## src/common/gpib_pkg.sv

```systemverilog
package gpib_pkg;
   localparam int  GPIB_DW        = 8;
   localparam int  GPIB_FIFO_DEPTH = 32;
   // interface message codes (received with attention low)
   localparam logic [7:0] CMD_DCL  = 8'h14;
   localparam logic [7:0] CMD_SDC  = 8'h04;
   localparam logic [7:0] CMD_GET  = 8'h08;
   localparam logic [7:0] CMD_GTL  = 8'h01;
   localparam logic [7:0] CMD_LLO  = 8'h11;
   localparam logic [7:0] CMD_PPC  = 8'h05;
   localparam logic [7:0] CMD_PPU  = 8'h15;
   localparam logic [7:0] CMD_SPE  = 8'h18;
   localparam logic [7:0] CMD_SPD  = 8'h19;
   localparam logic [7:0] CMD_UNL  = 8'h3f;
   localparam logic [7:0] CMD_UNT  = 8'h5f;
   localparam logic [2:0] GRP_LAD  = 3'h1;
   localparam logic [2:0] GRP_TAD  = 3'h2;
   localparam logic [3:0] GRP_PPE  = 4'h6;
   localparam logic [3:0] GRP_PPD  = 4'h7;
   localparam logic [4:0] RST_ADDR = 5'h00;
   // settle time before asserting data valid
   localparam int  T_SETTLE_NS    = 100;
   localparam int  CLK_PERIOD_NS  = 20;
   localparam int  SETTLE_CYC     = (T_SETTLE_NS + CLK_PERIOD_NS - 1) / CLK_PERIOD_NS;
   localparam logic [2:0] SETTLE_CNT = SETTLE_CYC[2:0];
   typedef enum logic [3:0]
   {
      GPIB_SH_IDLE = 4'b0001,
      GPIB_SH_WRDY = 4'b0010,
      GPIB_SH_SETL = 4'b0100,
      GPIB_SH_WACC = 4'b1000
   } gpib_sh_e;
   typedef enum logic [2:0]
   {
      GPIB_AH_RDY  = 3'b001,
      GPIB_AH_ACC  = 3'b010,
      GPIB_AH_WREL = 3'b100
   } gpib_ah_e;
endpackage

```

## src/rtl/gpib_dev.sv

```systemverilog
`timescale 1ns/100ps
`default_nettype none
// Functional notes
// - eight data lines carry one byte, line zero least significant.
// - five control and three handshake lines, all asserted low.
// - interface clear low returns all interface functions except remote/local, lockout and service request to idle.
// - attention low means command bytes, high means data bytes.
// - device pulls service request low to ask for service.
// - remote state only while remote enable held low.
// - end line with attention high marks last byte both ways.
// - end line with attention low starts parallel poll response.
// - data valid asserted only while byte stable on lines.
// - hold not ready for data low until able to accept.
// - hold not data accepted low until byte taken.
// - full source handshake for sending.
// - full acceptor handshake for receiving.
// - listener, unaddressed by own talk address.
// - talker with serial poll, unaddressed by own listen address.
// - full service request function.
// - full parallel poll response function.
// - remote/local function with local lockout.
// - device clear resets device-side message handling.
// - group execute trigger produces trigger pulse when listening.
module gpib_dev
   import gpib_pkg::*;
(
   // clock and reset
   input  wire logic         clk_i,
   input  wire logic         sys_rst_i,
   // bus data lines, active low
   input  wire logic [7:0]   dio_n_i,
   output logic      [7:0]   dio_n_o,
   output logic              dio_oe_o,
   // bus control lines, active low
   input  wire logic         atn_n_i,
   input  wire logic         ifc_n_i,
   input  wire logic         ren_n_i,
   input  wire logic         eoi_n_i,
   output logic              eoi_n_o,
   output logic              eoi_oe_o,
   output logic              srq_n_o,
   output logic              srq_oe_o,
   // bus handshake lines, active low
   input  wire logic         dav_n_i,
   output logic              dav_n_o,
   output logic              dav_oe_o,
   input  wire logic         nrfd_n_i,
   output logic              nrfd_n_o,
   output logic              nrfd_oe_o,
   input  wire logic         ndac_n_i,
   output logic              ndac_n_o,
   output logic              ndac_oe_o,
   // device configuration
   input  wire logic [4:0]   my_addr_i,
   input  wire logic         lpe_i,
   // received data stream
   output logic              rx_valid_o,
   input  wire logic         rx_ready_i,
   output logic [7:0]        rx_data_o,
   output logic              rx_end_o,
   // transmit data stream
   input  wire logic         tx_valid_i,
   output logic              tx_ready_o,
   input  wire logic [7:0]   tx_data_i,
   input  wire logic         tx_end_i,
   // service and status
   input  wire logic         rsv_i,
   input  wire logic [6:0]   status_i,
   input  wire logic         ist_i,
   // status outputs
   output logic              remote_o,
   output logic              lockout_o,
   output logic              listen_o,
   output logic              talk_o,
   output logic              trigger_o,
   output logic              dev_clear_o
);
   import gpib_pkg::*;

   // two-stage synchronisers
   logic [14:0] s1_ff;
   logic [14:0] s2_ff;
   always_ff @(posedge clk_i)
   begin
      if (sys_rst_i)
      begin
         s1_ff <= 15'h7fff;
         s2_ff <= 15'h7fff;
      end
      else
      begin
         s1_ff <= {dio_n_i, atn_n_i, ifc_n_i, ren_n_i, eoi_n_i, dav_n_i, nrfd_n_i, ndac_n_i};
         s2_ff <= s1_ff;
      end
   end
   logic [7:0] bus_d;
   logic atn, ifc, ren, eoi, dav, nrfd, ndac;
   assign bus_d = ~s2_ff[14:7];
   assign atn   = ~s2_ff[6];
   assign ifc   = ~s2_ff[5];
   assign ren   = ~s2_ff[4];
   assign eoi   = ~s2_ff[3];
   assign dav   = ~s2_ff[2];
   assign nrfd  = ~s2_ff[1];
   assign ndac  = ~s2_ff[0];

   function automatic logic is_addr(input logic [7:0] b, input logic [2:0] g);
      is_addr = (b[6:5] == g[1:0]) && (b[4:0] == my_addr_i);
   endfunction

   // receive fifo
   logic       fifo_in_valid;
   logic       fifo_in_ready;
   logic [8:0] fifo_out;
   logic       clr_ff;

   // acceptor handshake
   gpib_ah_e   ah_ff;
   logic [7:0] rx_byte_ff;
   logic       rx_eoi_ff;
   logic       take;
   logic       listen_ff;
   logic       talk_ff;
   logic       spe_ff;
   logic       lockout_ff;
   logic       remote_ff;
   logic       ppe_ff;
   logic       ppsense_ff;
   logic [2:0] ppline_ff;
   logic       trig_ff;
   logic       acc_active;

   assign acc_active = atn || listen_ff;
   assign take       = (ah_ff == GPIB_AH_ACC);

   always_ff @(posedge clk_i)
   begin
      if (sys_rst_i || ifc)
         ah_ff <= GPIB_AH_RDY;
      else
      begin
         unique case (ah_ff)
            GPIB_AH_RDY:
               if (dav && acc_active && (atn || fifo_in_ready))
                  ah_ff <= GPIB_AH_ACC;
            GPIB_AH_ACC:
               ah_ff <= GPIB_AH_WREL;
            GPIB_AH_WREL:
               if (!dav)
                  ah_ff <= GPIB_AH_RDY;
         endcase
      end
   end

   always_ff @(posedge clk_i)
   begin
      if (sys_rst_i)
      begin
         rx_byte_ff <= 8'h00;
         rx_eoi_ff  <= 1'b0;
      end
      else if (ah_ff == GPIB_AH_RDY && dav)
      begin
         rx_byte_ff <= bus_d;
         rx_eoi_ff  <= eoi && !atn;
      end
   end

   // not ready while busy or fifo full; not accepted until byte taken
   logic nrfd_hold;
   logic ndac_hold;
   assign nrfd_hold = acc_active && (ah_ff != GPIB_AH_RDY || (!atn && !fifo_in_ready));
   assign ndac_hold = acc_active && (ah_ff != GPIB_AH_WREL);

   // command decode
   logic cmd;
   logic [6:0] cb;
   assign cmd = take && atn;
   assign cb  = rx_byte_ff[6:0];

   always_ff @(posedge clk_i)
   begin
      if (sys_rst_i || ifc)
      begin
         listen_ff <= 1'b0;
         talk_ff   <= 1'b0;
         spe_ff    <= 1'b0;
      end
      else if (cmd)
      begin
         if ({1'b0, cb} == CMD_UNL)
            listen_ff <= 1'b0;
         else if (is_addr({1'b0, cb}, GRP_LAD))
         begin
            listen_ff <= 1'b1;
            talk_ff   <= 1'b0;
         end
         if ({1'b0, cb} == CMD_UNT)
            talk_ff <= 1'b0;
         else if (is_addr({1'b0, cb}, GRP_TAD))
         begin
            talk_ff   <= 1'b1;
            listen_ff <= 1'b0;
         end
         if ({1'b0, cb} == CMD_SPE)
            spe_ff <= 1'b1;
         else if ({1'b0, cb} == CMD_SPD)
            spe_ff <= 1'b0;
      end
   end

   // remote / local with lockout
   always_ff @(posedge clk_i)
   begin
      if (sys_rst_i || !ren)
      begin
         remote_ff  <= 1'b0;
         lockout_ff <= 1'b0;
      end
      else if (cmd)
      begin
         if ({1'b0, cb} == CMD_LLO)
            lockout_ff <= 1'b1;
         if (is_addr({1'b0, cb}, GRP_LAD))
            remote_ff <= 1'b1;
         else if ({1'b0, cb} == CMD_GTL && listen_ff)
            remote_ff <= 1'b0;
      end
   end

   // parallel poll configuration
   logic ppc_pend_ff;
   always_ff @(posedge clk_i)
   begin
      if (sys_rst_i || ifc)
      begin
         ppe_ff      <= 1'b0;
         ppsense_ff  <= 1'b0;
         ppline_ff   <= 3'h0;
         ppc_pend_ff <= 1'b0;
      end
      else if (cmd)
      begin
         if ({1'b0, cb} == CMD_PPU)
            ppe_ff <= 1'b0;
         if ({1'b0, cb} == CMD_PPC && listen_ff)
            ppc_pend_ff <= 1'b1;
         else if (ppc_pend_ff && cb[6:4] == GRP_PPE[2:0])
         begin
            ppe_ff      <= 1'b1;
            ppsense_ff  <= cb[3];
            ppline_ff   <= cb[2:0];
            ppc_pend_ff <= 1'b0;
         end
         else if (ppc_pend_ff && cb[6:4] == GRP_PPD[2:0])
         begin
            ppe_ff      <= 1'b0;
            ppc_pend_ff <= 1'b0;
         end
         else if (cb[6:5] != 2'h0)
            ppc_pend_ff <= 1'b0;
      end
   end

   // device clear and trigger pulses
   always_ff @(posedge clk_i)
   begin
      if (sys_rst_i)
      begin
         clr_ff  <= 1'b0;
         trig_ff <= 1'b0;
      end
      else
      begin
         clr_ff  <= cmd && ({1'b0, cb} == CMD_DCL ||
                    ({1'b0, cb} == CMD_SDC && listen_ff));
         trig_ff <= cmd && {1'b0, cb} == CMD_GET && listen_ff;
      end
   end

   assign fifo_in_valid = take && !atn && listen_ff;

   gpib_fifo #(.WIDTH(9), .DEPTH(GPIB_FIFO_DEPTH)) u_fifo
   (
      .clk_i       (clk_i),
      .sys_rst_i   (sys_rst_i),
      .in_valid_i  (fifo_in_valid),
      .in_ready_o  (fifo_in_ready),
      .in_data_i   ({rx_eoi_ff, rx_byte_ff}),
      .out_valid_o (rx_valid_o),
      .out_ready_i (rx_ready_i),
      .out_data_o  (fifo_out),
      .flush_i     (clr_ff)
   );
   assign rx_data_o = fifo_out[7:0];
   assign rx_end_o  = fifo_out[8];

   // source handshake
   gpib_sh_e   sh_ff;
   logic [7:0] tx_byte_ff;
   logic       tx_eoi_ff;
   logic [2:0] settle_ff;
   logic       src_active;
   assign src_active = talk_ff && !atn;
   assign tx_ready_o = (sh_ff == GPIB_SH_IDLE) && src_active && !spe_ff;

   always_ff @(posedge clk_i)
   begin
      if (sys_rst_i || ifc || !src_active)
      begin
         sh_ff      <= GPIB_SH_IDLE;
         tx_byte_ff <= 8'h00;
         tx_eoi_ff  <= 1'b0;
         settle_ff  <= 3'h0;
      end
      else
      begin
         unique case (sh_ff)
            GPIB_SH_IDLE:
               if (spe_ff)
               begin
                  tx_byte_ff <= {rsv_i, status_i};
                  tx_eoi_ff  <= 1'b0;
                  sh_ff      <= GPIB_SH_WRDY;
               end
               else if (tx_valid_i)
               begin
                  tx_byte_ff <= tx_data_i;
                  tx_eoi_ff  <= tx_end_i;
                  sh_ff      <= GPIB_SH_WRDY;
               end
            GPIB_SH_WRDY:
               if (!nrfd)
               begin
                  settle_ff <= SETTLE_CNT;
                  sh_ff     <= GPIB_SH_SETL;
               end
            GPIB_SH_SETL:
               if (settle_ff == 3'h0)
                  sh_ff <= GPIB_SH_WACC;
               else
                  settle_ff <= settle_ff - 3'h1;
            GPIB_SH_WACC:
               if (!ndac)
                  sh_ff <= GPIB_SH_IDLE;
         endcase
      end
   end

   // parallel poll response
   logic pp_resp;
   assign pp_resp = atn && eoi && ppe_ff && (ist_i == ppsense_ff);
   logic [7:0] pp_bits;
   always_comb
   begin
      pp_bits = 8'h00;
      pp_bits[ppline_ff] = 1'b1;
   end

   // bus drivers
   always_ff @(posedge clk_i)
   begin
      if (sys_rst_i)
      begin
         dio_n_o   <= 8'hff;
         dio_oe_o  <= 1'b0;
         eoi_n_o   <= 1'b1;
         eoi_oe_o  <= 1'b0;
         dav_n_o   <= 1'b1;
         dav_oe_o  <= 1'b0;
         nrfd_n_o  <= 1'b1;
         nrfd_oe_o <= 1'b0;
         ndac_n_o  <= 1'b1;
         ndac_oe_o <= 1'b0;
         srq_n_o   <= 1'b1;
         srq_oe_o  <= 1'b0;
      end
      else
      begin
         if (pp_resp)
         begin
            dio_n_o  <= ~pp_bits;
            dio_oe_o <= 1'b1;
         end
         else
         begin
            dio_n_o  <= ~tx_byte_ff;
            dio_oe_o <= sh_ff != GPIB_SH_IDLE && src_active;
         end
         eoi_n_o   <= ~(tx_eoi_ff && sh_ff != GPIB_SH_IDLE);
         eoi_oe_o  <= src_active && sh_ff != GPIB_SH_IDLE;
         dav_n_o   <= ~(sh_ff == GPIB_SH_WACC && src_active);
         dav_oe_o  <= src_active && !ifc;
         nrfd_n_o  <= ~nrfd_hold;
         nrfd_oe_o <= nrfd_hold;
         ndac_n_o  <= ~ndac_hold;
         ndac_oe_o <= ndac_hold;
         srq_n_o   <= ~(rsv_i && !(spe_ff && talk_ff));
         srq_oe_o  <= rsv_i && !(spe_ff && talk_ff);
      end
   end

   assign remote_o    = remote_ff;
   assign lockout_o   = lockout_ff;
   assign listen_o    = listen_ff;
   assign talk_o      = talk_ff;
   assign trigger_o   = trig_ff;
   assign dev_clear_o = clr_ff;

   // assertions
   no_dav_unready_a: assert property (@(posedge clk_i) disable iff (sys_rst_i)
      sh_ff == GPIB_SH_SETL && $past(sh_ff) == GPIB_SH_WRDY |-> $past(!nrfd))
      else $error("data valid without ready");
   dav_data_stable_a: assert property (@(posedge clk_i) disable iff (sys_rst_i)
      !dav_n_o && $past(!dav_n_o) |-> $stable(dio_n_o) || pp_resp)
      else $error("data moved under data valid");
   ndac_until_take_a: assert property (@(posedge clk_i) disable iff (sys_rst_i)
      take |-> !ndac_n_o || !ndac_oe_o)
      else $error("ndac released early");
   remote_needs_ren_a: assert property (@(posedge clk_i) disable iff (sys_rst_i)
      remote_ff |-> $past(ren))
      else $error("remote without enable");
   ifc_clears_a: assert property (@(posedge clk_i) disable iff (sys_rst_i)
      ifc |=> !listen_ff && !talk_ff)
      else $error("interface clear ignored");
   mta_unlisten_a: assert property (@(posedge clk_i) disable iff (sys_rst_i)
      cmd && is_addr({1'b0, cb}, GRP_TAD) && !ifc |=> !listen_ff)
      else $error("listener kept after own talk address");
   mla_untalk_a: assert property (@(posedge clk_i) disable iff (sys_rst_i)
      cmd && is_addr({1'b0, cb}, GRP_LAD) && !ifc |=> !talk_ff)
      else $error("talker kept after own listen address");
   get_trigger_a: assert property (@(posedge clk_i) disable iff (sys_rst_i)
      cmd && {1'b0, cb} == CMD_GET && listen_ff |=> trigger_o)
      else $error("trigger missed");
   srq_drive_a: assert property (@(posedge clk_i) disable iff (sys_rst_i)
      rsv_i && !spe_ff ##1 rsv_i |-> !srq_n_o)
      else $error("service request not driven");
   rx_cover_c: cover property (@(posedge clk_i) fifo_in_valid && rx_eoi_ff);
   tx_cover_c: cover property (@(posedge clk_i) sh_ff == GPIB_SH_WACC ##1 sh_ff == GPIB_SH_IDLE);
   pp_cover_c: cover property (@(posedge clk_i) pp_resp);
endmodule
`default_nettype wire

```

## src/rtl/gpib_fifo.sv

```systemverilog
`timescale 1ns/100ps
`default_nettype none
module gpib_fifo
#(
   parameter int WIDTH = 9,
   parameter int DEPTH = 32
)
(
   // clock and reset
   input  wire logic             clk_i,
   input  wire logic             sys_rst_i,
   // fill side
   input  wire logic             in_valid_i,
   output logic                  in_ready_o,
   input  wire logic [WIDTH-1:0] in_data_i,
   // drain side
   output logic                  out_valid_o,
   input  wire logic             out_ready_i,
   output logic      [WIDTH-1:0] out_data_o,
   // flush
   input  wire logic             flush_i
);
   localparam int AW = $clog2(DEPTH);
   logic [WIDTH-1:0] mem [DEPTH];
   logic [AW:0]      wr_ff;
   logic [AW:0]      rd_ff;
   logic             push;
   logic             pop;

   assign in_ready_o  = (wr_ff - rd_ff) != (AW+1)'(DEPTH);
   assign out_valid_o = wr_ff != rd_ff;
   assign push        = in_valid_i && in_ready_o;
   assign pop         = out_valid_o && out_ready_i;
   assign out_data_o  = mem[rd_ff[AW-1:0]];

   always_ff @(posedge clk_i)
   begin
      if (push)
         mem[wr_ff[AW-1:0]] <= in_data_i;
   end

   always_ff @(posedge clk_i)
   begin
      if (sys_rst_i || flush_i)
      begin
         wr_ff <= '0;
         rd_ff <= '0;
      end
      else
      begin
         wr_ff <= wr_ff + (AW+1)'(push);
         rd_ff <= rd_ff + (AW+1)'(pop);
      end
   end
endmodule
`default_nettype wire

```

## config.mk

```make
export PLATFORM = sky130hd
export DESIGN_NAME = gpib_dev
export DESIGN_NICKNAME = d
export VERILOG_FILES = /design/src/common/gpib_pkg.sv /design/src/rtl/gpib_dev.sv /design/src/rtl/gpib_fifo.sv
export SDC_FILE = /design/constraint.sdc
export NUM_CORES = 1
export LEC_CHECK = 0
export BUFFER_PORTS_ARGS = -buffer_cell sky130_fd_sc_hd__buf_4
export CORE_MARGIN = 4
export CORE_UTILIZATION = 36
export DETAILED_ROUTE_END_ITERATION = 7
export HOLD_SLACK_MARGIN = 0.05
export PLACE_DENSITY = 0.51
export SYNTH_ARGS = -nofsm -noshare
export SYNTH_HDL_FRONTEND = slang
export SYNTH_HIERARCHICAL = 1
export SYNTH_SLANG_ARGS = --single-unit
export TNS_END_PERCENT = 1
```

## constraint.sdc

```tcl
create_clock -name clk_i -period 8 [get_ports clk_i]
set_input_delay 0 -clock clk_i [delete_from_list [all_inputs] [get_ports clk_i]]
set_output_delay 0 -clock clk_i [all_outputs]
set_load 0.1 [all_outputs]
```

==> results.json <==
{
  "post_cts.resized_instances": 0,
  "hpwl_mm": 20.8,
  "clockPowerShare": 0.448,
  "yosys_warnings": 6,
  "regToRegStartpoint": "u_fifo/rd_ff[1]$_SDFF_PP0_",
  "timing_hold_violations_final": 0,
  "post_synth.cell_area_avg_um2": 14.9,
  "final.setup.tns_ns": 0,
  "synth_flop_cell": "edfxtp_1",
  "drt_first_pass_iters": 4,
  "die_area_um2": 46700,
  "layout.area.seq_um2": 10700,
  "cellLeakagePower_uw": 0.00618,
  "postPlaceCellArea_um2": 16700,
  "worst_hold_path.endpoint": "talk_o$_SDFFE_PP0P_",
  "max_stage_delay_ns": 0.66,
  "vias_per_cell": 4.97,
  "post_synth_inst_count": 1045,
  "syn-cell-area_um2": 15600,
  "result_of_the_run": "finished clean",
  "post_cts.repair.setup_buffers": 0,
  "postRouteAntennaNets": 0,
  "iter_0_drt_violations": 520,
  "reg2regPathDepth": 14,
  "clk_transition_reported_paths_ns": 0.06,
  "route.vias.total": 8902,
  "gp_congestion": 0.768,
  "critical-path-top-delay-family": "compound AO/OA/AOI/OAI gates",
  "yosys.area.top_type_share": 0.555,
  "fin_crit_sh": 0.495,
  "grt_start_max_net_pins": 54,
  "synth-async-reset-ratio": 0,
  "tritoncts": "built",
  "max_slew_margin": 0.249,
  "global_route_wire_length_before_repair_mm": 53.8,
  "grt_setup_unrepaired": "no",
  "io_buffers": 77,
  "synthTopCellsByArea": "edfxtp_1 (55%), dfxtp_1 (13%), mux2i_1 (5.5%), mux4_2 (3.6%), nor2_1 (2.1%)",
  "post_synth_most_frequent_cells": "edfxtp_1 (288), dfxtp_1 (102), nor2_1 (88)",
  "filler_cell_count": 3884,
  "crit_arrival_ns": 4.40,
  "cts.root.buffer_cell": "clkbuf_16",
  "floorplan.initialDensity": 0.368,
  "synth_cell_types": 70,
  "final_max_slew_viol_count": 0,
  "post-route-min-period_ns": 3.96,
  "hold_start": "my_addr_i[1]",
  "antenna_found_initial": 0,
  "worst_reg_to_reg_setup_slack_ns": 4.04,
  "first_global_vias": 9179,
  "synth_largest_area_cell": "edfxtp_1",
  "worst-endpoint-required_ns": 8.44,
  "p_comb_frac": 0.025,
  "critPathSlowestCell": "a221oi_4",
  "timing.clock.skew_ns": 0.0118,
  "die_width_um": 216,
  "critPathBufInv": 3,
  "type_of_element_launching_the_critical_path": "flop",
  "hold_class": "input port to flop",
  "synth-edff-count": 288,
  "postSynthNetCount": 1099,
  "max_cap_violations": 0,
  "cts_inserted_buffers": 43,
  "reg2reg_to": "u_fifo/wr_ff[4]$_SDFF_PP0_",
  "synth_seq_area_share": 0.686,
  "post-synth-top-count-cell": "edfxtp_1",
  "core_area_um2": 42400,
  "timing.hold.worst_path_depth": 5,
  "globalRouteOverflowTotal": 0,
  "yosys_register_bits": 390,
  "power_density_nw_per_um2": 224,
  "insertion_delay_ns": 0.55,
  "setup-violations-final": 0,
  "maxClockFrequency_mhz": 252,
  "detail_route.wl_per_cell_um": 19.5,
  "net-switching-power_uw": 832,
  "clock_sinks": 390,
  "pwr-share-seq": 0.527,
  "tightestPinTransition_ns": 1.12,
  "htreeDepth": 2,
  "crit_path_end_kind": "flop",
  "synthToLayoutAreaGrowth_pct": 18.7,
  "cell_rows": 75,
  "remaining_drc_errors": 0,
  "final_net_count": 1232,
  "post_route_cells_drive_above_1_share": 0.191,
  "io_pins": 79,
  "setup.worst_path.class": "flop to flop",
  "clock_tree.buffer_depth": 3,
  "p_sw_frac": 0.201,
  "path_common_cell": "ha_1",
  "peak_supply_drop_mv": 0.164,
  "total_routing_resource_utilization_after_global_routing": 0.149,
  "multi_input_comb_area_um2": 4530,
  "final_design_area_no_fill_um2": 18500,
  "die_h_um": 216,
  "cellInternalPower_uw": 3310,
  "ctsHoldBuffers": 48,
  "critical_path.cell_chain": "buf_4, inv_1, ha_1, nor2b_1, o221ai_1, o21a_1, a221oi_4, buf_4, nor2b_1, ha_1, ha_1, nand3_1, xor2_1, nor2_1",
  "crit_fanout": 40,
  "wirelength_mm": 34.8
}
## worst register-to-register path: stages (launching register included)
cell and delay [ns]:
dfxtp_1 0.31, buf_4 0.51, inv_1 0.21, ha_1 0.36, nor2b_1 0.18, o221ai_1 0.19, o21a_1 0.25, a221oi_4 0.66
buf_4 0.36, nor2b_1 0.08, ha_1 0.22, ha_1 0.22, nand3_1 0.10, xor2_1 0.15, nor2_1 0.05
## flip-flops by register name, summed over array words and instances, names as in the netlist, 3 cells and up
name	count
settle_ff	3
u_fifo/mem	288
s1_ff	15
u_fifo/wr_ff	6
ppline_ff	3
sh_ff	4
s2_ff	15
tx_byte_ff	8
dio_n_o	8
rx_byte_ff	8
ah_ff	3
u_fifo/rd_ff	6
## worst max-delay path by stage
stage                     slack [ns]                  startpoint                    endpoint  cells after the start
after floorplan                 4.76         talk_o$_SDFFE_PP0P_                  tx_ready_o                      2
after global placement          4.11  u_fifo/rd_ff[1]$_SDFF_PP0_  u_fifo/wr_ff[4]$_SDFF_PP0_                     14
after detailed placement        4.02  u_fifo/rd_ff[1]$_SDFF_PP0_  u_fifo/wr_ff[4]$_SDFF_PP0_                     14
after CTS                       4.01  u_fifo/rd_ff[1]$_SDFF_PP0_  u_fifo/wr_ff[4]$_SDFF_PP0_                     14
after global routing            3.66  u_fifo/rd_ff[1]$_SDFF_PP0_  u_fifo/wr_ff[4]$_SDFF_PP0_                     14
final                           4.04  u_fifo/rd_ff[1]$_SDFF_PP0_  u_fifo/wr_ff[4]$_SDFF_PP0_                     14
## cell usage in the layout (no fill, tap or decap), types with 32 or more instances in the layout
cell type      instances
nand2_1               72
nor2_1                84
nand3_1               36
or2_2                 32
buf_4                 91
edfxtp_1             288
dlygate4sd3_1         48
dfxtp_1              101
mux2i_1               85
a21oi_1               33
clkbuf_16             45
## area by class of cell
| cell class | instances | area share |
|---|---|---|
| inverter | 19 | 0.00385 |
| clock inverter | 21 | 0.00662 |
| multi-input combinational | 585 | 0.245 |
| antenna | 2 | 0.000270 |
| timing repair buffer | 139 | 0.0629 |
| clock buffer | 58 | 0.0651 |
| tap | 577 | 0.0390 |
| sequential | 390 | 0.578 |
## per-layer routing
metal,wire [um],global-route usage
met5,0,0
met3,1470,0.0331
met1,15500,0.197
met4,894,0.0469
met2,17000,0.248
## through the flow
stage | hold WS [ns] | cells | worst slack (ns) | utilization | total power, uW
2_1_floorplan | 0.104 | 1045 | 4.76 | - | 2270
5_1_grt | 0.147 | 1789 | 3.66 | 0.436 | 4290
3_5_place_dp | 0.188 | 1662 | 4.02 | 0.394 | 2320
4_1_cts | 0.0782 | 1789 | 4.01 | 0.436 | 4200
6_report | 0.124 | 1791 | 4.04 | 0.436 | 4140
3_3_place_gp | 0.187 | 1662 | 4.11 | 0.394 | 2320
## cells by family after synthesis
family	after synthesis	share of synthesized area
AOI/OAI and AO/OA	129	0.0592
xor gates and xnor gates	17	0.0100
adders and majority gates	11	0.00883
buffers and inverters	70	0.0247
DFF	390	0.686
muxes	121	0.109
and+or+nand+nor	307	0.102
## power groups by stage
stage	logic (uW)	clock network (uW)	registers (uW)
after global placement	89.9	0	2230
final	104	1850	2180
after floorplan	32.9	0	2240
after detailed placement	91.6	0	2230
after CTS	106	1910	2180
after global routing	115	1990	2180
(Power assumes the default switching activity.)
